[config.mk]
export PLATFORM = sky130hd
export DESIGN_NAME = ddw_top
export DESIGN_NICKNAME = d
export VERILOG_FILES = /design/src/hw/ddw_top.v /design/src/hw/ddw_sync.v /design/src/hw/ddw_decode.v
export VERILOG_INCLUDE_DIRS = /design/src /design/src/pkg
export SDC_FILE = /design/constraint.sdc
export NUM_CORES = 1
export LEC_CHECK = 0
export BUFFER_PORTS_ARGS = -buffer_cell sky130_fd_sc_hd__buf_2
export CAP_MARGIN = 20
export CORE_MARGIN = 5
export CORE_UTILIZATION = 35
export DETAILED_ROUTE_END_ITERATION = 8
export GPL_ROUTABILITY_DRIVEN = 0
export GPL_TIMING_DRIVEN = 1
export HOLD_SLACK_MARGIN = 0.12
export PLACE_DENSITY = 0.52
export SETUP_SLACK_MARGIN = 0.2
export SYNTH_ARGS = -nofsm -noshare
export SYNTH_HDL_FRONTEND = slang
export SYNTH_SLANG_ARGS = --single-unit
[constraint.sdc]
create_clock -name sys_clk -period 5.68 [get_ports sys_clk]
set_input_delay 1.136 -clock sys_clk [delete_from_list [all_inputs] [get_ports sys_clk]]
set_output_delay 1.136 -clock sys_clk [all_outputs]
set_load 0.01 [all_outputs]
[src/pkg/ddw_map.vh]
// Constants for the dual converter serial write control.
`ifndef DDW_MAP_VH
`define DDW_MAP_VH

// Serial command word layout
`define DDW_WORD_W 16
`define DDW_CNT_W 5
`define DDW_CNT_ZERO 5'h00
`define DDW_CNT_ONE 5'h01
`define DDW_CNT_LAST 5'h0F
`define DDW_LEAD_BIT 15
`define DDW_SEL_BIT 14
`define DDW_OPH_BIT 13
`define DDW_OPL_BIT 12
`define DDW_CODE_MSB 11
`define DDW_CODE_LSB 4
`define DDW_TERM_MSB 15
`define DDW_TERM_LSB 14
`define DDW_WORD_RST 16'h0000

// Channel code
`define DDW_CODE_W 8
`define DDW_CODE_RST 8'h00

// Operation codes
`define DDW_OP_LOAD 2'h0
`define DDW_OP_LOAD_UPD 2'h1
`define DDW_OP_LOAD_BOTH 2'h2
`define DDW_OP_PDOWN 2'h3

// Termination codes carried in the first two command bits
`define DDW_TERM_HIZ_LO 2'h0
`define DDW_TERM_2K5 2'h1
`define DDW_TERM_100K 2'h2
`define DDW_TERM_HIZ_HI 2'h3

// Output mode shown on the status port
`define DDW_MODE_ACTIVE 2'h0
`define DDW_MODE_HIZ 2'h1
`define DDW_MODE_2K5 2'h2
`define DDW_MODE_100K 2'h3

// Pin synchroniser width: frame select, serial clock, data
`define DDW_PIN_W 3
`define DDW_PIN_FS 2
`define DDW_PIN_SCK 1
`define DDW_PIN_DIN 0
`define DDW_PIN_RST 3'h4

`endif

[src/hw/ddw_top.v]
// Serial write control of a dual 8-bit converter.
`include "ddw_map.vh"

module ddw_top (
  sys_clk, // System clock, 200 MHz
  resetn, // Asynchronous reset, active low
  frame_sel_n, // Frame select pin, active low
  sclk, // Serial clock pin
  din, // Serial data pin
  channel_a_output, // Channel A output code
  channel_b_output, // Channel B output code
  out_mode, // Output mode: active or termination
  frame_done, // Pulse: valid frame executed
  frame_abort, // Pulse: partial frame abandoned
  frame_active, // Level: frame being received
  last_op // Operation of the last valid frame
);
  input wire sys_clk; // System clock, 200 MHz
  input wire resetn; // Asynchronous reset, active low
  input wire frame_sel_n; // Frame select pin, active low
  input wire sclk; // Serial clock pin
  input wire din; // Serial data pin
  output reg [`DDW_CODE_W-1:0] channel_a_output; // Channel A output code
  output reg [`DDW_CODE_W-1:0] channel_b_output; // Channel B output code
  output reg [1:0] out_mode; // Output mode: active or termination
  output reg frame_done; // Pulse: valid frame executed
  output reg frame_abort; // Pulse: partial frame abandoned
  output reg frame_active; // Level: frame being received
  output reg [1:0] last_op; // Operation of the last valid frame

  // Frame states
  localparam [1:0] ST_IDLE = 2'h0;
  localparam [1:0] ST_SHIFT = 2'h1;
  localparam [1:0] ST_DONE = 2'h2;

  // Maps a termination select to the shown output mode
  function [1:0] term_mode;
    input [1:0] term;
    begin
      case (term)
        `DDW_TERM_HIZ_LO: term_mode = `DDW_MODE_HIZ;
        `DDW_TERM_2K5: term_mode = `DDW_MODE_2K5;
        `DDW_TERM_100K: term_mode = `DDW_MODE_100K;
        `DDW_TERM_HIZ_HI: term_mode = `DDW_MODE_HIZ;
        default: term_mode = `DDW_MODE_HIZ;
      endcase
    end
  endfunction

  // Bit counter step, cut to counter width
  function [`DDW_CNT_W-1:0] cnt_inc;
    input [`DDW_CNT_W-1:0] cnt;
    begin
      cnt_inc = cnt + `DDW_CNT_ONE;
    end
  endfunction

  // New code for the addressed channel, held code for the other
  function [`DDW_CODE_W-1:0] pick_code;
    input hit;
    input [`DDW_CODE_W-1:0] new_code;
    input [`DDW_CODE_W-1:0] old_code;
    begin
      if (hit) begin
        pick_code = new_code;
      end else begin
        pick_code = old_code;
      end
    end
  endfunction

  // Synchronised pins
  wire [`DDW_PIN_W-1:0] pins_s;
  wire fs_n_s;
  wire sck_s;
  wire din_s;

  ddw_sync u_sync (
    .sys_clk(sys_clk),
    .resetn(resetn),
    .pins_async({frame_sel_n, sclk, din}),
    .pins_sync(pins_s)
  );

  assign fs_n_s = pins_s[`DDW_PIN_FS];
  assign sck_s = pins_s[`DDW_PIN_SCK];
  assign din_s = pins_s[`DDW_PIN_DIN];

  // Serial clock edge finder, reads the synchronised copy only
  reg sck_prev_q;
  wire sck_fall;

  always @(posedge sys_clk or negedge resetn) begin
    if (!resetn) begin
      sck_prev_q <= 1'b0;
    end else begin
      sck_prev_q <= sck_s;
    end
  end

  assign sck_fall = sck_prev_q & ~sck_s;

  // Frame sequencer
  reg [1:0] state_q;
  reg [1:0] state_d;
  reg [`DDW_CNT_W-1:0] cnt_q;
  reg [`DDW_CNT_W-1:0] cnt_d;
  reg [`DDW_WORD_W-1:0] shift_q;
  reg [`DDW_WORD_W-1:0] shift_d;
  reg exec_d;
  reg abort_d;
  wire [`DDW_WORD_W-1:0] word_next;

  // Word as it stands after the bit of this edge
  assign word_next = {shift_q[`DDW_WORD_W-2:0], din_s};

  // Counter shows that this fall carries the sixteenth bit
  wire last_bit;
  assign last_bit = (cnt_q == `DDW_CNT_LAST);

  always @* begin
    state_d = state_q;
    cnt_d = cnt_q;
    shift_d = shift_q;
    exec_d = 1'b0;
    abort_d = 1'b0;
    case (state_q)
      ST_IDLE: begin
        // Open on frame select low; an edge here is not taken
        if (!fs_n_s) begin
          state_d = ST_SHIFT;
          cnt_d = `DDW_CNT_ZERO;
        end
      end
      ST_SHIFT: begin
        if (fs_n_s) begin
          state_d = ST_IDLE;
          abort_d = 1'b1;
        end else if (sck_fall) begin
          shift_d = word_next;
          cnt_d = cnt_inc(cnt_q);
          if (last_bit) begin
            state_d = ST_DONE;
            exec_d = 1'b1;
          end
        end
      end
      ST_DONE: begin
        // Clocks and data ignored until frame select rises
        if (fs_n_s) begin
          state_d = ST_IDLE;
        end
      end
      default: begin
        state_d = ST_IDLE;
      end
    endcase
  end

  always @(posedge sys_clk or negedge resetn) begin
    if (!resetn) begin
      state_q <= ST_IDLE;
      cnt_q <= `DDW_CNT_ZERO;
      shift_q <= `DDW_WORD_RST;
    end else begin
      state_q <= state_d;
      cnt_q <= cnt_d;
      shift_q <= shift_d;
    end
  end

  // Command fields of the word completing on this edge
  wire dec_chan_b;
  wire [1:0] dec_op;
  wire [`DDW_CODE_W-1:0] dec_code;
  wire [1:0] dec_term;

  ddw_decode u_decode (
    .word(word_next),
    .chan_b(dec_chan_b),
    .op(dec_op),
    .code(dec_code),
    .term(dec_term)
  );

  // Channel hold registers and power-down state
  reg [`DDW_CODE_W-1:0] hold_a_q;
  reg [`DDW_CODE_W-1:0] hold_a_d;
  reg [`DDW_CODE_W-1:0] hold_b_q;
  reg [`DDW_CODE_W-1:0] hold_b_d;
  reg [`DDW_CODE_W-1:0] out_a_d;
  reg [`DDW_CODE_W-1:0] out_b_d;
  reg [1:0] mode_d;
  reg [1:0] last_op_d;

  // Hold values after a single-channel load of this word
  wire [`DDW_CODE_W-1:0] load_a;
  wire [`DDW_CODE_W-1:0] load_b;

  assign load_a = pick_code(~dec_chan_b, dec_code, hold_a_q);
  assign load_b = pick_code(dec_chan_b, dec_code, hold_b_q);

  always @* begin
    hold_a_d = hold_a_q;
    hold_b_d = hold_b_q;
    out_a_d = channel_a_output;
    out_b_d = channel_b_output;
    mode_d = out_mode;
    last_op_d = last_op;
    // Nothing moves except on a completed frame
    if (exec_d) begin
      last_op_d = dec_op;
      case (dec_op)
        `DDW_OP_LOAD: begin
          hold_a_d = load_a;
          hold_b_d = load_b;
          mode_d = `DDW_MODE_ACTIVE;
        end
        `DDW_OP_LOAD_UPD: begin
          hold_a_d = load_a;
          hold_b_d = load_b;
          // Both outputs take the hold values, new one included
          out_a_d = load_a;
          out_b_d = load_b;
          mode_d = `DDW_MODE_ACTIVE;
        end
        `DDW_OP_LOAD_BOTH: begin
          hold_a_d = dec_code;
          hold_b_d = dec_code;
          out_a_d = dec_code;
          out_b_d = dec_code;
          mode_d = `DDW_MODE_ACTIVE;
        end
        `DDW_OP_PDOWN: begin
          // Codes kept so the outputs resume on wake-up
          mode_d = term_mode(dec_term);
        end
        default: begin
          mode_d = out_mode;
        end
      endcase
    end
  end

  always @(posedge sys_clk or negedge resetn) begin
    if (!resetn) begin
      hold_a_q <= `DDW_CODE_RST;
      hold_b_q <= `DDW_CODE_RST;
      channel_a_output <= `DDW_CODE_RST;
      channel_b_output <= `DDW_CODE_RST;
      out_mode <= `DDW_MODE_ACTIVE;
      last_op <= `DDW_OP_LOAD;
    end else begin
      hold_a_q <= hold_a_d;
      hold_b_q <= hold_b_d;
      channel_a_output <= out_a_d;
      channel_b_output <= out_b_d;
      out_mode <= mode_d;
      last_op <= last_op_d;
    end
  end

  // Status pulses and frame level
  always @(posedge sys_clk or negedge resetn) begin
    if (!resetn) begin
      frame_done <= 1'b0;
      frame_abort <= 1'b0;
      frame_active <= 1'b0;
    end else begin
      frame_done <= exec_d;
      frame_abort <= abort_d;
      frame_active <= (state_d == ST_SHIFT);
    end
  end
endmodule // ddw_top

[src/hw/ddw_sync.v]
// Two-stage synchroniser for the three serial link pins.
`include "ddw_map.vh"

module ddw_sync (
  sys_clk, // System clock
  resetn, // Asynchronous reset, active low
  pins_async, // Raw link pins
  pins_sync // Synchronised pins
);
  input wire sys_clk; // System clock
  input wire resetn; // Asynchronous reset, active low
  input wire [`DDW_PIN_W-1:0] pins_async; // Raw link pins
  output wire [`DDW_PIN_W-1:0] pins_sync; // Synchronised pins

  reg [`DDW_PIN_W-1:0] meta_q;
  reg [`DDW_PIN_W-1:0] sync_q;

  // Frame select resets high so no frame is seen at release
  always @(posedge sys_clk or negedge resetn) begin
    if (!resetn) begin
      meta_q <= `DDW_PIN_RST;
      sync_q <= `DDW_PIN_RST;
    end else begin
      meta_q <= pins_async;
      sync_q <= meta_q;
    end
  end

  assign pins_sync = sync_q;
endmodule // ddw_sync

[src/hw/ddw_decode.v]
// Field decoder for a complete serial command word.
`include "ddw_map.vh"

module ddw_decode (
  word, // Complete command word
  chan_b, // Channel select, high for channel B
  op, // Operation code
  code, // Channel code
  term // Termination select
);
  input wire [`DDW_WORD_W-1:0] word; // Complete command word
  output wire chan_b; // Channel select, high for channel B
  output wire [1:0] op; // Operation code
  output wire [`DDW_CODE_W-1:0] code; // Channel code
  output wire [1:0] term; // Termination select

  assign chan_b = word[`DDW_SEL_BIT];
  assign op = {word[`DDW_OPH_BIT], word[`DDW_OPL_BIT]};
  // Upper eight payload bits, MSB first, trailing four dropped
  assign code = word[`DDW_CODE_MSB:`DDW_CODE_LSB];
  assign term = word[`DDW_TERM_MSB:`DDW_TERM_LSB];
endmodule // ddw_decode

# Word-level counts from Yosys, hierarchy flattened
# Cells that the tools add are included.
[word_totals]
register_bits = 68
inputBits = 5
word_cells = 69
[classes]
n_addsub = 1
eq_ne = 13
n_mux = 24
bitwise_logic = 3
n_reduce_logical = 13
[ops]
columns = ["operator", "n"]
rows = [
  ["one-hot mux 8 bit (2 select lines)", 4],
  ["2-to-1 mux 8 bit", 2],
  ["2-to-1 mux 5 bit", 3],
  ["one-hot mux 2 bit (3 select lines)", 2],
  ["== test 2 bit (second input constant)", 5],
  ["2-to-1 mux 2 bit", 5],
  ["one-hot mux 5 bit (2 select lines)", 1],
  ["== test 2 x 1 -> 1 bit (second input constant)", 4],
  ["logical NOT 2 bit", 3],
  ["2-to-1 mux 1 bit", 6],
  ["inequality test 2 bit (second input constant)", 3],
  ["nonzero test 2 bit", 3],
  ["adder 5 x 1 -> 5 bit (second input constant)", 1],
  ["== test 5 x 4 -> 1 bit (second input constant)", 1],
  ["one-hot mux 2 bit (2 select lines)", 1],
  ["AND reduction 2 bit", 2],
  ["AND reduction 4 bit", 1],
  ["OR reduction 2 bit", 2],
  ["AND reduction 3 bit", 1],
  ["OR reduction 3 bit", 1],
  ["NOT 1 bit", 2],
  ["AND 1 bit", 1],
]

# Depth between registers and ports, before layout
[logic_depth]
ltp_word = 6
depth_mapped = 7
depth_no_buf = 6

# Cells and area by module
# Synthesis repeated with hierarchy kept, for this count alone.
[unflattened]
cells_unflattened = 204
hier_area_um2 = 2946.6
[by_module_without_submodules]
columns = ["module", "n_inst", "cells_each", "area_each_um2", "seq_area_each_um2"]
rows = [
  ["ddw_top", 1, 185, 2696.3, 1551.5],
  ["ddw_sync", 1, 6, 152.6, 152.6],
  ["ddw_decode", 1, 13, 97.6, 0.0],
]

# Least setup slack after synthesis
# OpenSTA, ideal clock, no wires.
[synth_path]
path_type = "register -> register"
from = "register cnt_q[0]"
to = "register channel_a_output[0]"
t_arrival_ns = 1.917
t_required_ns = 5.555
setup_slack_ns = 3.639
path_stages_with_launch = 8
n_path_buf = 1
path_cell_list = "dfrtp_1 > ha_1 > and3_1 > ha_1 > nand4b_4 > nor3_4 > buf_4 > mux2_2"
[synth_between]
elab_chain_len = 6
[synth_rtl]
columns = ["element", "line_no", "source"]
rows = [
  ["from (decl)", "ddw_top.v:106", "reg [`DDW_CNT_W-1:0] cnt_q;"],
  ["from (signal assigned)", "ddw_top.v:163", "cnt_q <= `DDW_CNT_ZERO;"],
  ["from (signal assigned)", "ddw_top.v:167", "cnt_q <= cnt_d;"],
  ["== test 5 x 4 -> 1 bit (no line)", "-", ""],
  ["2-to-1 mux 1 bit", "ddw_top.v:142", "if (last_bit) begin"],
  ["2-to-1 mux 1 bit", "ddw_top.v:139", "end else if (sck_fall) begin"],
  ["2-to-1 mux 1 bit", "ddw_top.v:136", "if (fs_n_s) begin"],
  ["2-to-1 mux 1 bit", "ddw_top.v:127", "case (state_q)"],
  ["AND reduction 2 bit (no line)", "-", ""],
  ["to (signal assigned)", "ddw_top.v:249", "channel_a_output <= `DDW_CODE_RST;"],
  ["to (signal assigned)", "ddw_top.v:256", "channel_a_output <= out_a_d;"],
  ["to (decl)", "ddw_top.v:23", "output reg [`DDW_CODE_W-1:0] channel_a_output;"],
]
# No other way between the ends.
# A chain may end at the register's enable or synchronous reset.

# Final worst setup path
[layout_path]
from = "register cnt_q[0]"
to = "register channel_a_output[7]"
# The elaborated chain is that of the path after synthesis.

==> flow_metrics.env <==
export IMPL_hold_viol=0
export IMPL_critPathMaxFanout=16
export IMPL_worst_hold_path_type="flip-flop to flip-flop"
export IMPL_rr_endpoint="channel_a_output[7]"
export IMPL_yosysWarnings=0
export IMPL_r2r_start="cnt_q[0]"
export IMPL_cts_resized=0
export IMPL_rsz0062_at_grt="false"
export IMPL_min_period_ns=2.43
export IMPL_cts_tree="yes"
export IMPL_crit_path_end_kind="flip-flop"
export IMPL_cpPeakStageDelay_ns=0.72
export IMPL_finalCritPeriodShare_pct=42.9
export IMPL_detail_route_wl_per_cell_um=14.4
export IMPL_grt_pass1_wl_um=8330
export IMPL_worstPathArrival_ns=2.65
export IMPL_grt_overflow_total=0
export IMPL_crit_path_frequent_cell="ha_1"
export IMPL_drive_above_1_share_pct=50.6
export IMPL_synthToLayoutAreaGrowth_pct=16.7
export IMPL_max_clock_freq_mhz=411
export IMPL_htreeDepth=3
export IMPL_clock_skew_ns=0.00724
export IMPL_post_route_util_pct=41.4
export IMPL_cts_setup_buffers=0
export IMPL_remaining_drc_errors=0
export IMPL_start_kind="flip-flop"
export IMPL_yosys_area_top_type="dfrtp_1"
export IMPL_path_clk_slew_ns=0.07
export IMPL_clock_sinks=68
export IMPL_routed_wl_um=4830
export IMPL_cts_path_max_buffers=2
export IMPL_insertion_delay_ns=0.33
export IMPL_numCtsBuffers=9
export IMPL_cap_violations=0
export IMPL_yosysTopAreaCellShare_pct=57.6
export IMPL_syn_avg_cell_area_um2=14.9
export IMPL_synth_cell_types=31
export IMPL_fin_tns_setup_ns=0
export IMPL_fillers=790
export IMPL_maxSlewViolCount=0
export IMPL_synth_nets=202
export IMPL_insertedDiodeCount=0
export IMPL_firstDrtPassIters=4
export IMPL_syn_inst=192
export IMPL_start_util_pct=35.5
export IMPL_via_count=1591
export IMPL_vdd_drop_max_mv=0.130
export IMPL_place_hpwl_um=2980
export IMPL_track_usage_pct=10.7
export IMPL_whs_endpoint="u_sync.pins_sync[1]"
export IMPL_coreArea_um2=8090
export IMPL_hold_path_depth=0
export IMPL_tightest_slew_ns=0.984
export IMPL_antenna_found_initial=0
export IMPL_die_area_um2=10100
export IMPL_slowest_stage="nor3_4"
export IMPL_synth_area_leaders="dfrtp_1 (58%), mux2_2 (26%), ha_1 (2.2%), dfstp_2 (1.8%), nor4_4 (1.5%)"
export IMPL_hp_start="u_sync.meta_q[1]"
export IMPL_relSlewSlack_pct=34.2
export IMPL_critPathKind="flip-flop to flip-flop"
export IMPL_status="finished clean"
export IMPL_fin_hold_ws_ns=0.348
export IMPL_syn_area_um2=2870
export IMPL_clockRootBuffer="clkbuf_8"
export IMPL_fin_nets=236
export IMPL_setup_viol=0
export IMPL_ioPinCount=28
export IMPL_vias_per_cell=4.74
export IMPL_reg2reg_slack_ns=3.25
export IMPL_dieWidth_um=101
export IMPL_worst_endpoint_required_ns=5.90
export IMPL_ant_nets=0
export IMPL_synth_seq_cells=68
export IMPL_leakagePower_uw=0.00169
export IMPL_die_h_um=101
export IMPL_cts_hold_buffers=0
export IMPL_port_buffers=27
export IMPL_core_rowCount=33
export IMPL_grt_pass1_vias=1661
export IMPL_powerDensity_nw_per_um2=305
export IMPL_seq_area_frac_synth_pct=59.4
export IMPL_grt_max_degree=69
export IMPL_drt_iter0_markers=32
export IMPL_ff2ff_path_depth=6
export IMPL_crit_chain="ha_1 -> and3_1 -> ha_1 -> nand4b_4 -> nor3_4 -> mux2_2"
[through the flow]
stage	total power, uW	instance area [um2]	worst slack, ns	cells
after global routing	1070	3350	3.08	336
after global placement	572	3110	3.28	319
after detailed placement	573	3110	3.25	319
final	1020	3350	3.25	336
after floorplan	552	2870	3.64	192
after CTS	1040	3340	3.23	335
[layer usage]
metal / wire [um] / track usage [%]
met2: 2140 / 15.2
met5: 0 / 0
met1: 2420 / 14.7
met4: 92 / 6.63
met3: 177 / 2.77
[critical path: cells and delay by family, from the launching register on]
family                     cells  cell delay, ns
DFF                            1            0.40
adders and majority gates      2            0.39
and+or+nand+nor                3            1.12
muxes                          1            0.41
[worst max-delay path by stage]
stage,cells after the start,slack [ns],from,endpoint
after floorplan,7,3.64,cnt_q[0],channel_a_output[0]
after global placement,6,3.28,cnt_q[0],channel_a_output[5]
after detailed placement,6,3.25,cnt_q[0],channel_a_output[1]
after CTS,6,3.23,cnt_q[0],channel_a_output[7]
after global routing,6,3.08,cnt_q[0],channel_a_output[6]
final,6,3.25,cnt_q[0],channel_a_output[7]
[cell usage in the layout (no fill, tap or decap), types with 2 or more instances in the layout]
cell type  instances
o21ai_0            4
a21oi_1            2
nand2_1            6
nor4_4             2
nand2b_1           2
inv_1              6
buf_4              2
ha_1               5
bufinv_16          2
mux2_2            65
nor2_1             5
o32ai_1            2
nand3b_1           2
dfrtp_1           66
dfstp_2            2
o41ai_1            2
clkbuf_8          12
nor2b_1            3
buf_2             27
clkinv_2           2
[kinds of logic (layout without fill, tap and decap cells)]
group	after synthesis	after routing	synth area share (%)
adder cells (fa/ha/maj)	5	5	2.18
multiplexers	66	66	25.9
AND/OR/NAND/NOR	28	28	7.46
AO/OA/AOI/OAI	13	13	3.05
flip-flops	68	68	59.4
buffers and inverters	12	51	2.05
[layout make-up]
cell class                      count  area [um2]  share of cell area [%]
Clock buffer                       12         165                    4.93
Clock inverter                      4        70.1                    2.09
Inverter                            6        22.5                   0.672
Multi-Input combinational cell    112        1110                    33.0
Sequential cell                    68        1700                    50.9
Tap cell                          105         131                    3.92
Timing Repair Buffer               29         150                    4.48
[state kept, by name, indices dropped and copies added (netlist names)]
signal	flops
frame_abort	1
u_sync.meta_q	3
out_mode	2
channel_b_output	8
channel_a_output	8
last_op	2
u_sync.pins_sync	3
shift_q	15
frame_done	1
frame_active	1
sck_prev_q	1
state_q	2
cnt_q	5
hold_a_q	8
hold_b_q	8
[cell usage after synthesis]
library cell  number
a21o_1             1
a21oi_1            2
a22oi_1            1
and3_1             1
buf_2              2
buf_4              1
buf_6              1
clkbuf_1           2
dfrtp_1           66
dfstp_2            2
ha_1               5
inv_1              6
mux2_2            65
mux2i_1            1
nand2_1            6
nand2b_1           2
nand3b_1           2
nand4b_1           1
nand4b_4           1
nor2_1             5
nor2_2             1
nor2b_1            3
nor3_4             1
nor4_4             2
nor4b_1            1
o211ai_1           1
o21ai_0            4
o32ai_1            2
o41ai_1            2
or2_1              1
or4_1              1
[where the power goes]
part           switching [uW]  internal, uW
Sequential               16.1           503
Combinational            21.6          20.9
Clock                     179           282
Total                     217           806
No activity file was read; power rests on OpenSTA's default activity.
